## config.mk

```make
export PLATFORM = sky130hd
export DESIGN_NAME = sleep_mode_controller
export DESIGN_NICKNAME = d
export VERILOG_FILES = /design/src/design/sleep_ctrl_pkg.sv /design/src/design/sleep_mode_controller.sv
export SDC_FILE = /design/constraint.sdc
export NUM_CORES = 1
export LEC_CHECK = 0
export ABC_AREA = 0
export BUFFER_PORTS_ARGS = -buffer_cell sky130_fd_sc_hd__clkbuf_2
export CAP_MARGIN = 10
export CORE_AREA = 2 2 113 93
export CTS_CLUSTER_DIAMETER = 120
export CTS_CLUSTER_SIZE = 16
export DETAILED_ROUTE_END_ITERATION = 7
export DIE_AREA = 0 0 115 95
export PLACE_DENSITY_LB_ADDON = 0.25
export SKIP_LAST_GASP = 1
export SLEW_MARGIN = 10
export SYNTH_ARGS = -nofsm -noshare
export SYNTH_HDL_FRONTEND = slang
export SYNTH_SLANG_ARGS = --single-unit
```

## constraint.sdc

```tcl
create_clock -name aclk -period 2.4 [get_ports aclk]
set_clock_uncertainty 0.15 [all_clocks]
set_input_delay 0.48 -clock aclk [delete_from_list [all_inputs] [get_ports aclk]]
set_output_delay 0.48 -clock aclk [all_outputs]
set_load 0.005 [all_outputs]
```

## src/design/sleep_ctrl_pkg.sv

```systemverilog
// constants for the sleep-mode controller
package sleep_ctrl_pkg;
    localparam logic [3:0] addr_power_control = 4'h0;
    localparam logic [3:0] addr_wake_enable = 4'h4;
    localparam logic [3:0] addr_status = 4'h8;
    localparam logic [3:0] addr_timing = 4'hc;
    localparam int sleep_permit_pos = 7;
    localparam int mode_lsb = 4;
    localparam logic [7:0] power_control_reset = 8'h00;
    localparam logic [2:0] mode_idle = 3'h0;
    localparam logic [2:0] mode_adc_nr = 3'h1;
    localparam logic [2:0] mode_pdown = 3'h2;
    localparam logic [2:0] mode_psave = 3'h3;
    localparam logic [2:0] mode_standby = 3'h6;
    localparam int halt_extra_cycles = 4;
    localparam int standby_wake_cycles = 6;
    localparam logic [15:0] startup_reset = 16'h0006;
    localparam logic [1:0] resp_okay = 2'h0;
    localparam logic [1:0] resp_slverr = 2'h2;
endpackage

```

## src/design/sleep_mode_controller.sv

```systemverilog
// sleep-mode controller: mode decode, clock gating, wake selection, wake delay
//
// Design decisions made here: the AXI4-Lite slave port and the register addresses.
`timescale 1ns/100ps
module sleep_mode_controller #(
    parameter int startup_width = 16
) (
    input wire logic aclk,
    input wire logic aresetn,
    input wire logic [3:0] s_axi_awaddr,
    input wire logic s_axi_awvalid,
    output logic s_axi_awready,
    input wire logic [31:0] s_axi_wdata,
    input wire logic [3:0] s_axi_wstrb,
    input wire logic s_axi_wvalid,
    output logic s_axi_wready,
    output logic [1:0] s_axi_bresp,
    output logic s_axi_bvalid,
    input wire logic s_axi_bready,
    input wire logic [3:0] s_axi_araddr,
    input wire logic s_axi_arvalid,
    output logic s_axi_arready,
    output logic [31:0] s_axi_rdata,
    output logic [1:0] s_axi_rresp,
    output logic s_axi_rvalid,
    input wire logic s_axi_rready,
    input wire logic sleep_instr,
    input wire logic core_reset,
    input wire logic crystal_selected,
    input wire logic timer2_async_select,
    input wire logic global_irq_enable,
    input wire logic adc_enabled,
    input wire logic any_irq,
    input wire logic adc_done_irq,
    input wire logic twi_match_irq,
    input wire logic timer2_ovf_irq,
    input wire logic timer2_cmp_irq,
    input wire logic timer2_ovf_ie,
    input wire logic timer2_cmp_ie,
    input wire logic spm_ready_irq,
    input wire logic ext_irq_line_a,
    input wire logic ext_irq_line_b,
    input wire logic ext_a_is_level,
    input wire logic ext_b_is_level,
    output logic cpu_halt,
    output logic resume_irq,
    output logic resume_reset,
    output logic clk_cpu_en,
    output logic clk_flash_en,
    output logic clk_io_en,
    output logic clk_adc_en,
    output logic clk_asy_en,
    output logic main_osc_en,
    output logic timer_osc_en,
    output logic adc_start
);
    typedef enum logic [2:0] {st_run, st_sleep, st_startup, st_halt} state_e;

    state_e state;
    logic [7:0] mcu_power_control;
    logic [2:0] active_mode;
    logic [startup_width-1:0] startup_cycles;
    logic [startup_width-1:0] wait_count;
    logic wake_is_reset;
    logic wr_addr_ok, wr_data_ok;
    logic [3:0] wr_addr;
    logic [31:0] wr_data;
    logic mode_legal, enter_sleep, wake_irq, wake_reset;

    function automatic logic legal_mode(input logic [2:0] m, input logic xtal);
        case (m)
            sleep_ctrl_pkg::mode_idle, sleep_ctrl_pkg::mode_adc_nr,
            sleep_ctrl_pkg::mode_pdown, sleep_ctrl_pkg::mode_psave: legal_mode = 1'b1;
            sleep_ctrl_pkg::mode_standby: legal_mode = xtal;
            default: legal_mode = 1'b0;
        endcase
    endfunction

    // register writes
    assign s_axi_awready = !wr_addr_ok && !s_axi_bvalid;
    assign s_axi_wready = !wr_data_ok && !s_axi_bvalid;

    always_ff @(posedge aclk)
    begin
        if (!aresetn)
        begin
            wr_addr_ok <= 1'b0;
            wr_data_ok <= 1'b0;
            wr_addr <= 4'h0;
            wr_data <= 32'h0;
            s_axi_bvalid <= 1'b0;
            s_axi_bresp <= sleep_ctrl_pkg::resp_okay;
        end
        else
        begin
            if (s_axi_awvalid && s_axi_awready)
            begin
                wr_addr_ok <= 1'b1;
                wr_addr <= s_axi_awaddr;
            end
            if (s_axi_wvalid && s_axi_wready)
            begin
                wr_data_ok <= 1'b1;
                wr_data <= s_axi_wdata;
            end
            if (wr_addr_ok && wr_data_ok)
            begin
                wr_addr_ok <= 1'b0;
                wr_data_ok <= 1'b0;
                s_axi_bvalid <= 1'b1;
                s_axi_bresp <= (wr_addr == sleep_ctrl_pkg::addr_power_control ||
                                wr_addr == sleep_ctrl_pkg::addr_timing)
                               ? sleep_ctrl_pkg::resp_okay : sleep_ctrl_pkg::resp_slverr;
            end
            else if (s_axi_bvalid && s_axi_bready)
                s_axi_bvalid <= 1'b0;
        end
    end

    logic [3:0] held_strb;
    always_ff @(posedge aclk)
    begin
        if (!aresetn)
            held_strb <= 4'h0;
        else if (s_axi_wvalid && s_axi_wready)
            held_strb <= s_axi_wstrb;
    end

    always_ff @(posedge aclk)
    begin
        if (!aresetn)
        begin
            mcu_power_control <= sleep_ctrl_pkg::power_control_reset;
            startup_cycles <= startup_width'(sleep_ctrl_pkg::startup_reset);
        end
        else if (wr_addr_ok && wr_data_ok)
        begin
            if (wr_addr == sleep_ctrl_pkg::addr_power_control && held_strb[0])
                mcu_power_control <= wr_data[7:0];
            if (wr_addr == sleep_ctrl_pkg::addr_timing && held_strb[0])
                startup_cycles <= wr_data[startup_width-1:0];
        end
    end

    // register reads
    assign s_axi_arready = !s_axi_rvalid;

    always_ff @(posedge aclk)
    begin
        if (!aresetn)
        begin
            s_axi_rvalid <= 1'b0;
            s_axi_rdata <= 32'h0;
            s_axi_rresp <= sleep_ctrl_pkg::resp_okay;
        end
        else if (s_axi_arvalid && s_axi_arready)
        begin
            s_axi_rvalid <= 1'b1;
            s_axi_rresp <= sleep_ctrl_pkg::resp_okay;
            case (s_axi_araddr)
                sleep_ctrl_pkg::addr_power_control: s_axi_rdata <= {24'h0, mcu_power_control};
                sleep_ctrl_pkg::addr_status: s_axi_rdata <= {25'h0, active_mode, 1'b0,
                                                            3'(state)};
                sleep_ctrl_pkg::addr_timing: s_axi_rdata <= 32'(startup_cycles);
                default:
                begin
                    s_axi_rdata <= 32'h0;
                    s_axi_rresp <= sleep_ctrl_pkg::resp_slverr;
                end
            endcase
        end
        else if (s_axi_rvalid && s_axi_rready)
            s_axi_rvalid <= 1'b0;
    end

    // sleep entry
    assign mode_legal = legal_mode(mcu_power_control[sleep_ctrl_pkg::mode_lsb +: 3],
                                   crystal_selected);
    assign enter_sleep = state == st_run && sleep_instr && mode_legal &&
                         mcu_power_control[sleep_ctrl_pkg::sleep_permit_pos];

    // wake source selection per mode
    logic ext_level_wake, t2_wake;
    assign ext_level_wake = (ext_irq_line_a && ext_a_is_level) ||
                            (ext_irq_line_b && ext_b_is_level);
    assign t2_wake = timer2_async_select && global_irq_enable &&
                     ((timer2_ovf_irq && timer2_ovf_ie) ||
                      (timer2_cmp_irq && timer2_cmp_ie));

    always_comb
    begin
        case (active_mode)
            sleep_ctrl_pkg::mode_idle: wake_irq = any_irq;
            sleep_ctrl_pkg::mode_adc_nr: wake_irq = adc_done_irq || twi_match_irq ||
                timer2_ovf_irq || timer2_cmp_irq || spm_ready_irq || ext_level_wake;
            sleep_ctrl_pkg::mode_psave: wake_irq = twi_match_irq || ext_level_wake ||
                t2_wake;
            default: wake_irq = twi_match_irq || ext_level_wake;
        endcase
    end
    assign wake_reset = core_reset;

    // sequencer; storage is untouched, only clocks are gated
    always_ff @(posedge aclk)
    begin
        if (!aresetn)
        begin
            state <= st_run;
            active_mode <= sleep_ctrl_pkg::mode_idle;
            wait_count <= '0;
            wake_is_reset <= 1'b0;
        end
        else
        begin
            case (state)
                st_run:
                begin
                    wake_is_reset <= 1'b0;
                    if (enter_sleep)
                    begin
                        state <= st_sleep;
                        active_mode <= mcu_power_control[sleep_ctrl_pkg::mode_lsb +: 3];
                    end
                end
                st_sleep:
                    if (wake_reset || wake_irq)
                    begin
                        wake_is_reset <= wake_reset;
                        // deep modes wait a start-up delay first: startup_cycles after pdown and psave, standby_wake_cycles after standby
                        case (active_mode)
                            sleep_ctrl_pkg::mode_pdown, sleep_ctrl_pkg::mode_psave:
                            begin
                                state <= st_startup;
                                wait_count <= startup_cycles;
                            end
                            sleep_ctrl_pkg::mode_standby:
                            begin
                                state <= st_startup;
                                wait_count <= startup_width'(sleep_ctrl_pkg::standby_wake_cycles);
                            end
                            default:
                            begin
                                state <= st_halt;
                                wait_count <= startup_width'(sleep_ctrl_pkg::halt_extra_cycles);
                            end
                        endcase
                    end
                st_startup:
                    if (wait_count <= 1)
                    begin
                        state <= st_halt;
                        wait_count <= startup_width'(sleep_ctrl_pkg::halt_extra_cycles);
                    end
                    else
                        wait_count <= wait_count - 1'b1;
                st_halt:
                    if (wait_count <= 1)
                        state <= st_run;
                    else
                        wait_count <= wait_count - 1'b1;
                default: state <= st_run;
            endcase
        end
    end

    // resume pulses and adc kick
    always_ff @(posedge aclk)
    begin
        if (!aresetn)
        begin
            resume_irq <= 1'b0;
            resume_reset <= 1'b0;
            adc_start <= 1'b0;
        end
        else
        begin
            resume_irq <= state == st_halt && wait_count <= 1 && !wake_is_reset;
            resume_reset <= state == st_halt && wait_count <= 1 && wake_is_reset;
            adc_start <= enter_sleep && adc_enabled &&
                         (mcu_power_control[sleep_ctrl_pkg::mode_lsb +: 3] ==
                          sleep_ctrl_pkg::mode_idle ||
                          mcu_power_control[sleep_ctrl_pkg::mode_lsb +: 3] ==
                          sleep_ctrl_pkg::mode_adc_nr);
        end
    end

    // clock domain gating; comparator power is left to software
    logic asleep;
    assign asleep = state == st_sleep || state == st_startup;

    always_ff @(posedge aclk)
    begin
        if (!aresetn)
        begin
            cpu_halt <= 1'b0;
            clk_cpu_en <= 1'b1;
            clk_flash_en <= 1'b1;
            clk_io_en <= 1'b1;
            clk_adc_en <= 1'b1;
            clk_asy_en <= 1'b1;
            main_osc_en <= 1'b1;
            timer_osc_en <= 1'b0;
        end
        else
        begin
            cpu_halt <= state != st_run || enter_sleep;
            clk_cpu_en <= !(asleep || enter_sleep);
            clk_flash_en <= !(asleep || enter_sleep);
            clk_io_en <= !asleep || active_mode == sleep_ctrl_pkg::mode_idle;
            clk_adc_en <= !asleep || active_mode == sleep_ctrl_pkg::mode_idle ||
                          active_mode == sleep_ctrl_pkg::mode_adc_nr;
            clk_asy_en <= !asleep || ((active_mode == sleep_ctrl_pkg::mode_idle ||
                          active_mode == sleep_ctrl_pkg::mode_adc_nr ||
                          active_mode == sleep_ctrl_pkg::mode_psave) &&
                          timer2_async_select);
            main_osc_en <= state != st_sleep || active_mode == sleep_ctrl_pkg::mode_idle ||
                           active_mode == sleep_ctrl_pkg::mode_adc_nr ||
                           active_mode == sleep_ctrl_pkg::mode_standby;
            timer_osc_en <= timer2_async_select && (!asleep ||
                            active_mode != sleep_ctrl_pkg::mode_pdown &&
                            active_mode != sleep_ctrl_pkg::mode_standby);
        end
    end
endmodule

```

* Yosys cells after proc, flatten, opt, wreduce, memory -nomap -nowiden
Cells that the tools add are included.
** Storage, ports and cells
- Bits of input ports :: 69
- Logic and storage cells :: 152
- Bits in registers :: 118
** Operators by class
- Order comparisons :: 1
- Add/sub/neg operators :: 1
- Mux-type cells :: 22
- Bitwise operators :: 1
- Reduce and logical (&&, ||, !) cells :: 79
- Equality and inequality tests :: 22
** Operators by type and width (count)
- $pmux W16 S3 :: 2
- $mux W16 :: 3
- $pmux W16 S2 :: 1
- $logic_and A1 B1 Y1 :: 27
- $logic_or A1 B1 Y1 :: 24
- $eq A3 B2 Y1 const B :: 6
- $le A16 B1 Y1 const B :: 1
- $sub A16 B1 Y16 const B :: 1
- $eq A4 B4 Y1 const B :: 3
- $mux W3 :: 4
- $pmux W3 S4 :: 1
- $ne A2 B2 Y1 const B :: 5
- $eq A3 B1 Y1 const B :: 3
- $logic_not A3 Y1 :: 3
- $logic_not A4 Y1 :: 2
- $reduce_and A2 Y1 :: 4
- $logic_not A1 Y1 :: 7
- $eq A3 B3 Y1 const B :: 2
- $mux W1 :: 6
- $reduce_bool A2 Y1 :: 3
- $reduce_bool A3 Y1 :: 2
- $reduce_or A3 Y1 :: 2
- $mux W2 :: 2
- $pmux W1 S2 :: 2
- other kinds (9) :: 10

* Depth between registers and ports, before layout
- Depth in word-level cells :: 9
- Mapped depth :: 9

* Worst setup path before layout
No wires, ideal clock.
- Path kind :: flip-flop to flip-flop
- Start point :: register wait_count[2]
- End point :: register wait_count[11]
- Path buffers :: 0
- Clock period less this slack :: 2577 ps
- Path slack :: -177 ps
- Arrival :: 2310 ps
- Required time :: 2133 ps
- Stages on the path, launching flop included :: 7
- Cells stage by stage :: dfxtp_1 > or4_4 > or4_4 > nor4_4 > a2111oi_2 > and2_4 > a32o_1
** On the way
- Cells in the longest elaborated chain, start to end :: 3
- Elaborated cells between the ends (all ways) :: 7
- Classes of those cells :: add/sub: 1; order compare: 1; eq/ne: 1; mux: 3; reduce/logical: 1
** Ends and longest elaborated chain
- start, declared :: RTL line sleep_mode_controller.sv:63 : logic [startup_width-1:0] wait_count;
- start signal, assigned :: RTL line sleep_mode_controller.sv:234 : wait_count <= startup_cycles;
- start signal, assigned :: RTL line sleep_mode_controller.sv:239 : wait_count <= startup_width'(sleep_ctrl_pkg::standby_wake_cycles);
- start signal, assigned :: RTL line sleep_mode_controller.sv:244 : wait_count <= startup_width'(sleep_ctrl_pkg::halt_extra_cycles);
- $sub A16 B1 Y16 / $le A16 B1 Y1 (equally long branches)
- $mux W16, or another cell as far along :: RTL line sleep_mode_controller.sv:257 : if (wait_count <= 1)
- $pmux W16 S3 / $reduce_and A3 Y1 (equally long branches)
Several ways; a longest one is shown, not always the timed one. The select of a mux whose other input is x is not followed.
A chain may end at the register's enable or synchronous reset.

* Worst setup path in the final report
- Start point :: register wait_count[5]
- End point :: register wait_count[11]
The elaborated chain is that of the path after synthesis.

==> metrics.log <==
INFO  metric min_delay_path_depth = 3
INFO  metric ys_ff_latch = slightly below 100
INFO  metric cp_data_arrival_time = between 2000 and 3000 ps
INFO  metric routedWlPerCell = around 15 um
INFO  metric layout-drive-gt1-share = 0.259
INFO  metric r2r_cells = 7
INFO  metric fp.coreArea = slightly below 10000 um2
INFO  metric cts_inserted_buffers = 9
INFO  metric final_hold_viol_count = 0
INFO  metric internal_cell_power = 3.16 mW
INFO  metric insertion_delay = 350 ps
INFO  metric final_max_slew_viol_count = 0
INFO  metric worstSetupEndpointType = flop
INFO  metric die_footprint = ~11000 um2
INFO  metric synthArstFlopShare = 0
INFO  metric finish.utilization = 0.580
INFO  metric smallest_setup_slack_after_layout = -56.2 ps
INFO  metric final_period_minus_worst_setup_slack = 2460 ps
INFO  metric synth-main-ff-cell = dfxtp_1
INFO  metric vias_per_cell = about 5.3
INFO  metric tritoncts = done
INFO  metric wl = 11.3 mm
INFO  metric worst_ep_required_time = between 2000 and 2500 ps
INFO  metric power.combinational.fraction = 0.296
INFO  metric power.switching = 1.40 mW
INFO  metric layout_worst_path_cycle_share = 1.02
INFO  metric placementRows = 33
INFO  metric buffer_ports.inserted = 83
INFO  metric min-delay-path-class = in2reg
INFO  metric detailed_placement_wirelength_estimate = about 8 mm
INFO  metric timing.critical_path.cells = or4_4 -> or4_4 -> nor4_4 -> buf_4 -> a2111oi_4 -> and2_4 -> a32o_1
INFO  metric pwr_density_cell = 794 nW/um2
INFO  metric ir_drop = 0.407 mV
INFO  metric drt_first_pass_iters = 5
INFO  metric drt-initial-drc-count = 307
INFO  metric total_leakage_power = about 2.4 nW
INFO  metric worst_pin_slew = 623 ps
INFO  metric detailroute.wirelength.met3 = 596 um
INFO  metric worst_setup_hold_path_clk_slew = 60 ps
INFO  metric synth_enable_flop_cells = 0
INFO  metric drt_drc_violations_left = 0
INFO  metric met2WireLength = 5.13 mm
INFO  metric preCtsSetupSlack = -51.6 ps
INFO  metric grt_overflow_total = 0
INFO  metric p_seq_frac = 0.387
INFO  metric synth.yosys.seq_area_share = 0.431
INFO  metric antenna_found_initial = 0
INFO  metric netSwitchingFraction = 0.307
INFO  metric yosys.cell_types.count = 55
INFO  metric gpl.final_weighted_congestion = 0.877
INFO  metric synth_area_per_cell = 8.51 um2
INFO  metric synthesis.instances = between 500 and 600
INFO  metric final_antenna_net_count = 0
INFO  metric grt_setup_unrepaired = true
INFO  metric cts_htree_levels = 3
INFO  metric hold-worst-slack = 207 ps
INFO  metric boundaryPins = 121
INFO  metric clock_power_share = 0.317
INFO  metric cts-hold-fix-buffers = 0
INFO  metric cts.sinks = 99
INFO  metric kind_of_launch_point_of_the_worst_setup_path = flop
INFO  metric max_clock_freq = around 400 MHz
INFO  metric failed_checks = negative setup slack
INFO  metric synth_area = approximately 4600 um2
INFO  metric detail_route.wirelength.met1 = 5.37 mm
INFO  metric outcome = finished with violations
INFO  metric flow.area_growth_from_synthesis = 24.9%
INFO  metric die_y = 95 um
INFO  metric clock_buffer_depth = 2
INFO  metric crit_fanout = 8
INFO  metric grt_pass1_vias = 3809
INFO  metric max_slew_margin = 0.583
INFO  metric criticalPathCategory = reg2reg
INFO  metric synth.yosys.warnings = 0
INFO  metric grt_first_pass_wirelength = 18.1 mm
INFO  metric antennaDiodeCount = 0
INFO  metric stdcell_area = 5740 um2
INFO  metric max-cap-violations = 0
INFO  metric via_count = 4070
INFO  metric grtUsageTotal = 0.212
INFO  metric total_power_draw = between 4 and 5 mW
INFO  metric path_common_cell = or4_4
INFO  metric worst_path_max_stage_delay = 530 ps
INFO  metric dpl_cell_area = 5300 um2
INFO  metric grt_max_degree = 105
INFO  metric route.top_layer_used = met4
INFO  metric cp_slowest_cell = or4_4
INFO  metric floorplan.die.width = between 100 and 150 um
INFO  metric final_net_count = about 720
INFO  metric setup-violations-final = 4
INFO  metric initial_core_util = 0.464
INFO  metric clock-root-buffer = clkbuf_16
==> flip-flops by register name, summed over array words and instances (netlist names), 2 cells and up <==
| register | count |
|---|---|
| active_mode | 3 |
| mcu_power_control | 8 |
| s_axi_rdata | 16 |
| startup_cycles | 16 |
| state | 2 |
| wait_count | 16 |
| wr_addr | 4 |
| wr_data | 16 |
==> repair_timing <==
action / in CTS / in global routing
buffers inserted: 2 / 1
gates cloned: 1 / 0
pin swaps: 0 / 8
setup endpoints to repair: 7 / 19
gates resized for setup: 2 / 26
hold endpoints to repair: 0 / 0
==> cell usage after synthesis, types with 2 or more instances <==
master      n  area, um2
a21boi_0   36        270
a21o_1      3       22.5
a21oi_1    16       80.1
a221oi_1    4       35.0
a22o_1      4       35.0
a22oi_1    18        135
a32o_1      3       30.0
a32oi_1     2       17.5
and2_1     11       68.8
buf_4      21        158
clkbuf_1   24       90.1
dfxtp_1    99       1980
ha_1        8        100
inv_1      10       37.5
mux2_2      3       33.8
mux2i_1    15        150
nand2_1   114        428
nand2b_1    4       25.0
nand3_1     9       45.0
nor2_1     27        101
nor2b_1    26        163
nor3_1      4       20.0
nor4_1      6       37.5
nor4b_1     2       17.5
o211a_1     2       20.0
o211ai_1    3       22.5
o21a_1      3       22.5
o21ai_0    17       85.1
o21ai_1     5       25.0
o22ai_1     5       31.3
o31ai_1     6       45.0
or3_1       3       18.8
or4_1       2       15.0
or4_4       2       22.5
xnor2_1     2       17.5
xor2_1      2       17.5
==> power by group through the flow <==
stage	sequential (mW)	clock [mW]	combinational [mW]
after floorplan	1.80	0	0.747
after global placement	1.79	0	1.13
after detailed placement	1.79	0	1.15
after CTS	1.76	1.47	1.26
after global routing	1.77	1.54	1.50
final	1.76	1.45	1.35
==> placed cells by master (no fill, tap or decap), types with 3 or more instances in the layout <==
master       n
a21boi_0    34
a21o_1       3
a21oi_1     12
a221oi_1     4
a22o_1       4
a22oi_1     18
a32o_1       3
and2_1      11
buf_12       3
buf_4       36
clkbuf_16    9
clkbuf_2    83
conb_1      18
dfxtp_1     97
ha_1         8
inv_1       10
mux2_2       3
mux2i_1     15
nand2_1    112
nand2b_1     4
nand3_1      7
nor2_1      26
nor2b_1     26
nor3_1       4
nor4_1       4
o211ai_1     3
o21a_1       3
o21ai_0     15
o21ai_1      4
o21ai_2      3
o22ai_1      3
o31ai_1      6
==> layout make-up <==
cell class / instances / area (um2)
clock buffers: 11 / 233
well taps: 122 / 153
multi-input cells: 400 / 2490
fillers: 881 / 4170
clock inverters: 5 / 61.3
inverters: 10 / 37.5
flip-flops and latches: 99 / 1980
repair buffers: 124 / 785
==> critical path, delay by kind of cell, from the launching register on <==
family	cells	cell delay, ps
AND/OR/NAND/NOR	4	1370
flip-flops	1	320
AO/OA/AOI/OAI	2	320
buffers and inverters	1	170
==> final timing paths <==
| check | start | endpoint | slack (ps) |
|---|---|---|---|
| setup reg to reg | wait_count[5]$_SDFFE_PN0P_ | wait_count[11]$_SDFFE_PN0P_ | -60 |
| hold / removal | adc_enabled | adc_start$_SDFF_PN0_ | 210 |
| setup / recovery | wait_count[5]$_SDFFE_PN0P_ | wait_count[11]$_SDFFE_PN0P_ | -60 |
| hold reg to reg | wake_is_reset$_SDFFE_PN0P_ | resume_irq$_SDFF_PN0_ | 300 |
==> kinds of logic after synthesis <==
logic type,synth area share
flip-flops,0.431
multiplexers,0.0400
XOR/XNOR,0.00762
AO/OA/AOI/OAI,0.208
other,0.000816
AND/OR/NAND/NOR,0.225
buffers and inverters,0.0664
adder cells (fa/ha/maj),0.0218
==> per-stage QoR <==
step / instances / setup TNS [ps]
after floorplan: 557 / 0
after global placement: 752 / -7.86
after detailed placement: 752 / -193
after CTS: 771 / -50.1
after global routing: 771 / -1460
final: 771 / -162
==> per-layer routing <==
| metal | vias up | GRT usage |
|---|---|---|
| met2 | 129 | 0.347 |
| li1 | 2047 | - |
| met3 | 15 | 0.0571 |
| met1 | 1879 | 0.272 |
| met4 | 0 | 0.0703 |
| met5 | - | 0 |
Power figures use the tool's default switching activity.
